### config.mk
export PLATFORM = sky130hd
export DESIGN_NAME = dsrl_link
export DESIGN_NICKNAME = d
export VERILOG_FILES = /design/src/design/dsrl_pkg.sv /design/src/design/dsrl_link.sv
export SDC_FILE = /design/constraint.sdc
export NUM_CORES = 2
export LEC_CHECK = 0
export BUFFER_PORTS_ARGS = -buffer_cell sky130_fd_sc_hd__buf_2
export CORE_UTILIZATION = 55
export CTS_CLUSTER_DIAMETER = 100
export CTS_CLUSTER_SIZE = 12
export DETAILED_ROUTE_END_ITERATION = 6
export GPL_ROUTABILITY_DRIVEN = 0
export PLACE_DENSITY = 0.85
export SETUP_SLACK_MARGIN = 0.05
export SYNTH_ARGS = -nofsm -noshare
export SYNTH_HDL_FRONTEND = slang
export SYNTH_SLANG_ARGS = --single-unit
### constraint.sdc
create_clock -name clk -period 12.4 [get_ports clk]
set_input_delay 2.48 -clock clk [delete_from_list [all_inputs] [get_ports clk]]
set_output_delay 2.48 -clock clk [all_outputs]
set_load 0.01 [all_outputs]
### src/design/dsrl_pkg.sv
`default_nettype none
package dsrl_pkg;
	localparam int unsigned CLK_HZ = 200_000_000;
	localparam int unsigned INTEGRITY_MS = 1000;
	localparam int unsigned INTEGRITY_CYC = INTEGRITY_MS * (CLK_HZ / 1000);
	localparam int unsigned OFFLINE_MS = 1500;
	localparam int unsigned OFFLINE_CYC = OFFLINE_MS * (CLK_HZ / 1000);
	localparam int unsigned RATE_HI_KBPS = 128;
	localparam int unsigned RATE_LO_KBPS = 64;
	localparam int unsigned NODES = 16;
	localparam int unsigned ID_W = 4;
	localparam int unsigned DATA_W = 32;
	localparam int unsigned CRC_W = 32;
	localparam logic [31:0] CRC_POLY = 32'h04C11DB7;
	localparam logic [31:0] CRC_INIT = 32'hFFFFFFFF;

	typedef enum logic [1:0] {
		DSRL_CARD_FIBER_HI = 2'b00,
		DSRL_CARD_FIBER_LO = 2'b01,
		DSRL_CARD_G703 = 2'b10,
		DSRL_CARD_RS422 = 2'b11
	} dsrl_card_t;

	typedef struct packed {
		logic [ID_W-1:0] src;
		logic [DATA_W-1:0] data;
		logic [CRC_W-1:0] crc;
	} dsrl_msg_t;

	typedef struct packed {
		logic valid;
		dsrl_msg_t msg;
	} dsrl_slot_t;
endpackage : dsrl_pkg
`default_nettype wire

### src/design/dsrl_link.sv
`default_nettype none
// Behaviour
// - Dual-channel card: every own message is queued on both channels in the same cycle; a forwarded one leaves on one channel.
// - Single-channel card: outgoing messages leave on channel one only.
// - Received messages from other nodes are forwarded onward around the ring, except in a cycle that sends our own.
// - With no change, an integrity message is sent 1000 ms and one clock after the last own message, later if the channel is busy.
// - Changed status is sent at once unless the channel is busy.
// - In ring mode, own messages not returning raise the ring-break flag.
// - One offline flag for each of 16 node identifiers, set when its messages stop; our own is held clear.
// - Each own message carries our node identifier; identifiers in a ring are unique.
// - 128 kbps allowed only on fast fiber cards; all others run 64 kbps.
// - Both channels of a dual card share one configured rate.
// - Hop delivery about 0.2 cycle at the high rate, 0.4 at low.
// - G.703 and RS422 cards always run 64 kbps, ignoring the rate setting.
// - Crossover enabled: messages received on channel one leave on channel two.
// - Received messages are CRC-32 checked; failures counted apart from all received.
module dsrl_link #(
	parameter int unsigned INTEGRITY_CYCLES = dsrl_pkg::INTEGRITY_CYC,
	parameter int unsigned OFFLINE_CYCLES = dsrl_pkg::OFFLINE_CYC,
	parameter int unsigned CNT_W = 16
) (
	// Clock and reset
	input wire logic clk,
	input wire logic nrst,
	// Configuration
	input wire logic [dsrl_pkg::ID_W-1:0] node_identifier,
	input wire logic dual_channel,
	input wire dsrl_pkg::dsrl_card_t card_type,
	input wire logic rate_high_req,
	input wire logic ring_mode,
	input wire logic channel_bridge_enable,
	// Local status to send
	input wire logic [dsrl_pkg::DATA_W-1:0] status_in,
	// Receive channels (same clock domain, from the deserialisers)
	input wire logic [1:0] rx_valid,
	input wire dsrl_pkg::dsrl_msg_t rx_msg [2],
	// Transmit channels
	output logic [1:0] tx_valid,
	input wire logic [1:0] tx_ready,
	output dsrl_pkg::dsrl_msg_t tx_msg [2],
	// Delivered peer status
	output logic peer_valid,
	output dsrl_pkg::dsrl_msg_t peer_msg,
	// Status
	output logic rate_high,
	output logic ring_break,
	output logic [dsrl_pkg::NODES-1:0] peer_offline,
	output logic [CNT_W-1:0] rx_total [2],
	output logic [CNT_W-1:0] rx_crc_fail [2]
);
	localparam int unsigned TMR_W = $clog2(INTEGRITY_CYCLES + 1);
	localparam int unsigned OFF_W = $clog2(OFFLINE_CYCLES + 1);

	function automatic logic [31:0] crc_of(input logic [dsrl_pkg::ID_W-1:0] src,
		input logic [dsrl_pkg::DATA_W-1:0] data);
		logic [31:0] c;
		logic [dsrl_pkg::ID_W+dsrl_pkg::DATA_W-1:0] w;
		c = dsrl_pkg::CRC_INIT;
		w = {src, data};
		for (int i = dsrl_pkg::ID_W + dsrl_pkg::DATA_W - 1; i >= 0; i--) begin
			c = {c[30:0], 1'b0} ^ ((c[31] ^ w[i]) ? dsrl_pkg::CRC_POLY : 32'h00000000);
		end
		return c;
	endfunction : crc_of

	// Two-entry buffer per transmit channel; slot 0 is the head.
	typedef struct packed {
		dsrl_pkg::dsrl_slot_t [1:0] q;
	} dsrl_fifo_t;

	typedef struct packed {
		dsrl_fifo_t [1:0] txq;
		logic [TMR_W-1:0] integ;
		logic [dsrl_pkg::DATA_W-1:0] last_status;
		logic pend;
		logic own_sent;
		logic [TMR_W:0] ret_tmr;
		logic ring_break;
		logic [dsrl_pkg::NODES-1:0][OFF_W-1:0] off_tmr;
		logic [dsrl_pkg::NODES-1:0] offline;
		logic [1:0][CNT_W-1:0] total;
		logic [1:0][CNT_W-1:0] fail;
		logic peer_valid;
		dsrl_pkg::dsrl_msg_t peer_msg;
	} dsrl_state_t;

	dsrl_state_t s, next_s;
	logic [1:0] push;
	dsrl_pkg::dsrl_msg_t push_msg [2];
	logic [1:0] good;
	logic [1:0] own;
	logic [1:0] chan_on;
	dsrl_pkg::dsrl_msg_t own_msg;
	logic send_own;

	// Fast fiber cards alone may take the high rate; one rate serves both channels.
	// The chosen rate also fixes the hop delay, which the serialisers then set.
	assign rate_high = rate_high_req &&
		(card_type == dsrl_pkg::DSRL_CARD_FIBER_HI);
	assign chan_on = dual_channel ? 2'b11 : 2'b01;

	assign own_msg.src = node_identifier;
	assign own_msg.data = status_in;
	assign own_msg.crc = crc_of(node_identifier, status_in);

	generate
		for (genvar c = 0; c < 2; c++) begin : g_chan
			assign good[c] = rx_valid[c] &&
				(rx_msg[c].crc == crc_of(rx_msg[c].src, rx_msg[c].data));
			assign own[c] = good[c] && (rx_msg[c].src == node_identifier);
			assign tx_valid[c] = s.txq[c].q[0].valid;
			assign tx_msg[c] = s.txq[c].q[0].msg;
			assign rx_total[c] = s.total[c];
			assign rx_crc_fail[c] = s.fail[c];
		end
	endgenerate

	always_comb begin
		next_s = s;
		push = 2'b00;
		push_msg[0] = own_msg;
		push_msg[1] = own_msg;
		send_own = 1'b0;
		next_s.peer_valid = 1'b0;

		// Own message: on a status change or when the integrity timer runs out.
		if (status_in != s.last_status) begin
			next_s.pend = 1'b1;
		end
		if (s.integ >= TMR_W'(INTEGRITY_CYCLES - 1)) begin
			next_s.pend = 1'b1;
		end
		// Only when every active channel has room, so the copies are queued in the same cycle.
		if ((s.pend || status_in != s.last_status) &&
			!((chan_on[0] && s.txq[0].q[1].valid) || (chan_on[1] && s.txq[1].q[1].valid))) begin
			send_own = 1'b1;
		end
		if (s.integ < TMR_W'(INTEGRITY_CYCLES - 1)) begin
			next_s.integ = s.integ + 1'b1;
		end
		if (send_own) begin
			push = chan_on;
			next_s.pend = 1'b0;
			next_s.integ = '0;
			next_s.last_status = status_in;
			next_s.own_sent = 1'b1;
		end else begin
			// Forwarding: a peer's message keeps going the way it was travelling.
			for (int c = 0; c < 2; c++) begin
				if (good[c] && !own[c]) begin
					if (c == 0 && channel_bridge_enable && dual_channel) begin
						push[1] = 1'b1;
						push_msg[1] = rx_msg[0];
					end else if (!push[1 - c] && chan_on[1 - c]) begin
						push[1 - c] = 1'b1;
						push_msg[1 - c] = rx_msg[c];
					end else if (!dual_channel && !push[0]) begin
						push[0] = 1'b1;
						push_msg[0] = rx_msg[c];
					end
				end
			end
		end

		// Buffers: pop on ready, then push into the first free slot.
		for (int c = 0; c < 2; c++) begin
			if (s.txq[c].q[0].valid && tx_ready[c]) begin
				next_s.txq[c].q[0] = s.txq[c].q[1];
				next_s.txq[c].q[1].valid = 1'b0;
			end
			if (push[c]) begin
				if (!next_s.txq[c].q[0].valid) begin
					next_s.txq[c].q[0] = '{valid: 1'b1, msg: push_msg[c]};
				end else if (!next_s.txq[c].q[1].valid) begin
					next_s.txq[c].q[1] = '{valid: 1'b1, msg: push_msg[c]};
				end
			end
			if (rx_valid[c]) begin
				next_s.total[c] = s.total[c] + 1'b1;
				if (!good[c]) begin
					next_s.fail[c] = s.fail[c] + 1'b1;
				end
			end
			if (good[c] && !own[c]) begin
				next_s.peer_valid = 1'b1;
				next_s.peer_msg = rx_msg[c];
			end
		end

		// Ring return supervision: one integrity period, with no added margin, to come back.
		if (!ring_mode) begin
			next_s.ring_break = 1'b0;
			next_s.ret_tmr = '0;
		end else if (own[0] || own[1]) begin
			next_s.ring_break = 1'b0;
			next_s.ret_tmr = '0;
		end else if (s.own_sent) begin
			if (s.ret_tmr >= (TMR_W + 1)'(INTEGRITY_CYCLES)) begin
				next_s.ring_break = 1'b1;
			end else begin
				next_s.ret_tmr = s.ret_tmr + 1'b1;
			end
		end

		// Peer offline timers.
		for (int n = 0; n < dsrl_pkg::NODES; n++) begin
			if ((good[0] && rx_msg[0].src == n[dsrl_pkg::ID_W-1:0]) ||
				(good[1] && rx_msg[1].src == n[dsrl_pkg::ID_W-1:0])) begin
				next_s.off_tmr[n] = '0;
				next_s.offline[n] = 1'b0;
			end else if (s.off_tmr[n] >= OFF_W'(OFFLINE_CYCLES - 1)) begin
				next_s.offline[n] = 1'b1;
			end else begin
				next_s.off_tmr[n] = s.off_tmr[n] + 1'b1;
			end
		end
		next_s.offline[node_identifier] = 1'b0;
	end

	always_ff @(posedge clk) begin
		if (!nrst) begin
			s <= '0;
		end else begin
			s <= next_s;
		end
	end

	assign ring_break = s.ring_break;
	assign peer_offline = s.offline;
	assign peer_valid = s.peer_valid;
	assign peer_msg = s.peer_msg;
endmodule : dsrl_link
`default_nettype wire

* After elaboration in Yosys (flattened, before gate mapping) *
Index checks and enable logic that the tools add are counted.

word-level totals
  register bits after elaboration = 981
  input bits = 184
  output and inout port bits = 289
  logic and storage cells = 629

cells by class
  add/sub/neg operators = 22
  magnitude comparators = 21
  equal/unequal tests = 35
  multiplexer cells = 181
  bitwise operators = 222
  reduce and logical (&&, ||, !) cells = 101

operator list
  kind                                                   number
  bitwise XOR 32 x 27 -> 32 bit                          105
  two-way mux 27 bit                                     108
  two-way mux 68 bit                                     12
  adder 29 x 1 -> 29 bit, second input constant          17
  >= comparator 29 bit, second input constant            16
  two-way mux 69 bit                                     6
  two-way mux 138 bit                                    2
  two-way mux 136 bit                                    2
  bitwise XOR 1 bit                                      105
  inverter 26 -> 31 bit                                  3
  adder 16 x 1 -> 16 bit, second input constant          4
  == test 32 bit                                         2
  == test 4 bit, second input constant                   16
  logical AND 1 bit                                      48
  two-way mux 1 bit                                      46
  OR reduction 2 bit                                     17
  == test 4 x 3 -> 1 bit, second input constant          8
  inequality test 32 bit                                 1
  >= comparator 29 x 28 -> 1 bit, second input constant  1
  adder 28 x 1 -> 28 bit, second input constant          1
  >= comparator 28 bit, second input constant            1
  less-than comparator 28 bit, second input constant     1
  logical OR 1 bit                                       19
  bitwise AND 16 bit                                     1
  other kinds (16)                                       40

* Logic depth before layout (Yosys ltp) *
  depth in word-level cells = 123
  depth in mapped cells = 21
  mapped depth without buffers = 16

* Least setup slack after synthesis *
OpenSTA, ideal clock, no wires.

  kind = input -> register
  from = input rx_msg[135] (netlist bit)
  to = register s[925] (netlist bit)
  setup time = 0.115 ns
  arrival = 7.820 ns
  data required time = 12.285 ns
  slack = 4.466 ns
  stages = 20
  buffers on the path = 4
  cell sequence = buf_2 > inv_1 > ha_1 > xor3_1 > xor3_2 > xnor3_2 > xnor3_2 > xnor3_1 > nand2b_1 > a21o_1 > a2111o_1 > a221oi_4 > and4_1 > buf_2 > o21ai_1 > or2_1 > clkbuf_1 > buf_2 > and2_1 > o21a_1

between the ends
  cells in the longest elaborated chain, start to end = 56
  elaborated cells on any way between the ends = 95
  classes of those cells = eq/ne (2); mux (29); bitwise (59); reduce/logical (5)

RTL lines
  what                                                                        line              RTL
  from (decl)                                                                 dsrl_link.sv:36   input wire dsrl_pkg::dsrl_msg_t rx_msg [2],
  two-way mux 27 bit                                                          dsrl_link.sv:61   c = {c[30:0], 1'b0} ^ ((c[31] ^ w[i]) ? dsrl_pkg::CRC_POLY : 32'h00000000);
  inverter 26 -> 31 bit (no source line)                                      n/a
  bitwise XOR 32 x 27 -> 32 bit (5 in series)                                 dsrl_link.sv:61
  bitwise XOR 1 bit / bitwise XOR 32 x 27 -> 32 bit (equally long branches)   dsrl_link.sv:61
  two-way mux 27 bit / bitwise XOR 32 x 27 -> 32 bit (equally long branches)  dsrl_link.sv:61
  bitwise XOR 32 x 27 -> 32 bit                                               dsrl_link.sv:61
  bitwise XOR 32 x 27 -> 32 bit / bitwise XOR 1 bit (equally long branches)   dsrl_link.sv:61
  bitwise XOR 32 x 27 -> 32 bit, or another cell as far along                 dsrl_link.sv:61
  (+35 left out)                                                              n/a
  == test 32 bit                                                              dsrl_link.sv:109  (rx_msg[c].crc == crc_of(rx_msg[c].src, rx_msg[c].data));
  logical AND 1 bit                                                           dsrl_link.sv:108  assign good[c] = rx_valid[c] &&
  logical AND 1 bit                                                           dsrl_link.sv:110  assign own[c] = good[c] && (rx_msg[c].src == node_identifier);
  zero test 1 bit                                                             dsrl_link.sv:150  if (good[c] && !own[c]) begin
  logical AND 1 bit (*)                                                       dsrl_link.sv:150
  two-way mux 2 bit                                                           dsrl_link.sv:150
  two-way mux 2 bit (2 in series)                                             dsrl_link.sv:141  if (send_own) begin
  AND reduction 3 bit (no source line)                                        n/a
  to (signal assigned)                                                        dsrl_link.sv:224  s <= next_s;
  to (decl)                                                                   dsrl_link.sv:87   dsrl_state_t s, next_s;

Mark *: on every way between the ends. The rest lies on a longest branch, timed or not. The select of a mux whose other input is x is not followed.
A chain may end at the register's enable or synchronous reset.

* Worst setup path in the final report *
  from = input rx_msg[135] (netlist bit)
  to = register s (netlist bit tx_msg[89])

between the ends
  cells in the longest elaborated chain, start to end = 62
  elaborated cells on any way between the ends = 105
  classes of those cells = eq/ne (2); mux (37); bitwise (59); reduce/logical (7)

RTL lines
  what                                                                        line                                RTL
  two-way mux 27 bit                                                          dsrl_link.sv:61
  inverter 26 -> 31 bit (no source line)                                      n/a
  bitwise XOR 32 x 27 -> 32 bit (5 in series)                                 dsrl_link.sv:61
  bitwise XOR 1 bit / bitwise XOR 32 x 27 -> 32 bit (equally long branches)   dsrl_link.sv:61
  two-way mux 27 bit / bitwise XOR 32 x 27 -> 32 bit (equally long branches)  dsrl_link.sv:61
  bitwise XOR 32 x 27 -> 32 bit                                               dsrl_link.sv:61
  bitwise XOR 32 x 27 -> 32 bit / bitwise XOR 1 bit (equally long branches)   dsrl_link.sv:61
  bitwise XOR 32 x 27 -> 32 bit, or another cell as far along                 dsrl_link.sv:61
  (+42 left out)                                                              n/a
  zero test 1 bit                                                             dsrl_link.sv:154, dsrl_link.sv:157
  logical AND 1 bit                                                           dsrl_link.sv:157                    end else if (!dual_channel && !push[0]) begin
  two-way mux 68 bit                                                          dsrl_link.sv:157
  two-way mux 68 bit                                                          dsrl_link.sv:154                    end else if (!push[1 - c] && chan_on[1 - c]) begin
  two-way mux 68 bit                                                          dsrl_link.sv:150
  two-way mux 136 bit                                                         dsrl_link.sv:141
  two-way mux 68 bit                                                          dsrl_link.sv:172                    if (!next_s.txq[c].q[0].valid) begin
  two-way mux 138 bit (*)                                                     dsrl_link.sv:171                    if (push[c]) begin

Marks and branches as above.

==> impl_metrics.toml <==
[placement]
port_buffers = 471
place_hpwl_um = 133000
place_inst = 7871

[clock_network]
h-tree-depth = 3
clockBufferDepth = 3
clock_latency_ns = 0.73
cts_buffers = 93
clockRootBuffer = "clkbuf_16"
post-cts-setup-buffers = 0
postCtsHoldBufs = 0
cts_resized = 0
clock-sinks = 981
cts_tree = "built"
clk_pin_slew_ns = 0.06

[synthesis]
yosysUniqueCellTypes = 79
synth.ff_latch_count = 981
syn_inst = 6614
syn_area_um2 = 57600
yosysMostFrequentCell = "dfxtp_1"
synth_top_area_share_pct = 34.1
syn_avg_cell_area_um2 = 8.71
syn_nets = 6845
yosys-top-cells-count = "dfxtp_1, nor2_1, xnor2_1"
yosysWarningCount = 0
synth_edf_count = 0
synth_ff_type = "dfxtp_1"
ys_seq_area_share_pct = 34.1
synth_area_leader_cell = "dfxtp_1"
synthArstFlopShare_pct = 0
ys_top_cells_by_area = "dfxtp_1, xnor2_1, xor2_1"

[routing]
post_drt_via_cell_ratio = 6.07
via_count = 48600
routed-wl-met3_um = 23300
drtIter0Drc = 6152
post-route-drc-count = 93
wl_met1_um = 65000
firstDrtPassIters = 7
met2_length_um = 77100
routedWlPerCell_um = 23.0
highest_layer = "met5"
wl_um = 184000
drtAntennaViolNets = 0

[setup_path]
end_kind = "flip-flop"
worst-setup-path-type = "in2reg"
crit_fanout = 55
cp-start-kind = "input pin"
crit_slowest_cell = "o21a_2"
crit_arrival_ns = 11.02
crit_path_cell_trace = "buf_2, inv_1, ha_1, xor2_1, xnor2_1, xnor3_1, xnor2_2, xor2_1, xnor2_1, xnor3_1, mux2i_1, nor4_1, nand4_1, nand2_1, o21a_2, o21ai_0, a41oi_1"
crit_required_ns = 13.03
max_stage_delay_ns = 1.12

[sta]
drv_slew = 0
post-route-period-util_pct = 83.8
worst_clock_skew_ns = 0.0595
fin_crit_ns = 10.39
rsz0062_at_grt = "no"
setup_viol = 0
fmax_ghz = 0.0963
relSlewSlack_pct = 8.94
hold_violations = 0
max_slew.worst_pin.slew_ns = 1.36
fin_tns_setup_ns = 0

[cells_and_area]
regArea_um2 = 19600
n_fill_cell = 8599
syn_to_final_growth_pct = 5.94
nNetsFinal = 6817
multi_input_area_um2 = 34000
post_route_cells_drive_above_1_share_pct = 10.5
finalNonFillerCells = 8002

[floorplanning]
die_h_um = 326
die_w_um = 326
rows = 118
initial_utilization_pct = 55.6
io_pins = 473
dieArea_um2 = 106000
core_area_um2 = 104000

[grt]
antenna_found_initial = 30
overflow = 0
grt_pass1_vias = 45400
gr-usage-all-layers_pct = 33.3
grt_start_max_net_pins = 102
grt_pass1_wl_um = 273000

[job]
cap_violations = 0

[hold_path]
hp-class = "reg2reg"

[status]
violations = "design-rule violations"
status = "finished with violations"
-- stage by stage --
step	utilization (%)	setup WS, ns	hold slack [ns]	area (µm²)
2_1_floorplan	-	4.47	0.416	57600
3_3_place_gp	56.4	2.18	0.424	58400
3_5_place_dp	56.4	1.90	0.430	58400
4_1_cts	58.8	2.56	0.439	61000
5_1_grt	58.8	1.92	0.470	61000
6_report	58.9	2.01	0.445	61000
-- path summary, 6_finish.rpt --
kind,start,endpoint,slack (ns),cells after the start
worst max register to register,s[653]$_SDFFE_PN0P_,s[923]$_SDFFE_PN0P_,6.62,12
worst max-delay path,rx_msg[135],tx_msg[89]$_SDFF_PN0_,2.01,17
worst min-delay path,s[642]$_SDFFE_PP0P_,s[642]$_SDFFE_PP0P_,0.45,2
worst min register to register,s[642]$_SDFFE_PP0P_,s[642]$_SDFFE_PP0P_,0.45,2
-- layout make-up --
type                    instances  share of cell area, %
diodes                         25                  0.103
multi-input cells            4892                   55.7
clock inverters                10                  0.250
flip-flops and latches        981                   32.2
clock buffers                  96                   3.90
repair buffers                513                   4.40
inverters                     105                  0.658
well taps                    1380                   2.83
-- critical path: cells and delay by family --
| kind | cells | cell delay [ns] |
|---|---|---|
| AND/OR/NAND/NOR | 3 | 2.12 |
| multiplexers | 1 | 0.16 |
| AO/OA/AOI/OAI | 3 | 1.72 |
| XOR/XNOR | 7 | 3.24 |
| buffers and inverters | 2 | 0.69 |
| adder cells (fa/ha/maj) | 1 | 0.56 |
-- registers in the layout, indices dropped and copies added (netlist names) --
signal / flops
s: 693
tx_msg: 136
peer_msg: 68
rx_crc_fail: 32
rx_total: 32
peer_offline: 16
tx_valid: 2
peer_valid: 1
ring_break: 1
-- cell families after synthesis --
group / Yosys count / share of synthesized area, %
adders and majority gates: 47 / 1.02
muxes: 138 / 2.40
xor gates and xnor gates: 1405 / 26.0
buffers and inverters: 741 / 7.06
DFF: 981 / 34.1
AOI/OAI and AO/OA: 876 / 10.3
and+or+nand+nor: 2426 / 19.1
-- placed cells by master (no fill, tap or decap), types with 16 or more instances in the layout --
cell and instances:
dfxtp_1 980, nor2_1 928, xnor2_1 718, nand2_1 635, xor2_1 488, buf_2 470
a211oi_1 258, nand3_1 251, a21oi_1 189, and3_1 157, mux2i_1 138, xnor3_1 133
nand4_1 130, inv_1 104, clkbuf_16 95, o21ai_0 94, nor3_1 83, o211ai_1 80
nor4_1 48, ha_1 47, o21ai_1 44, buf_4 42, and2_1 39, and4_1 39
a31oi_1 32, o32a_1 32, o21a_1 31, or3_1 28, diode_2 25, xor3_1 24
nor2b_1 20, a41oi_1 19, nand2b_1 17, xnor2_2 16, o221ai_1 16
-- layer usage --
metal	global-route usage, %	up-vias
met5	0.887	-
met3	11.3	840
met1	39.0	22900
met2	49.4	2786
met4	27.4	16
li1	-	22100
Power is left out: the tool's default activity adds up to more than one toggle a clock period on the data nets, which glitch-free logic cannot reach.
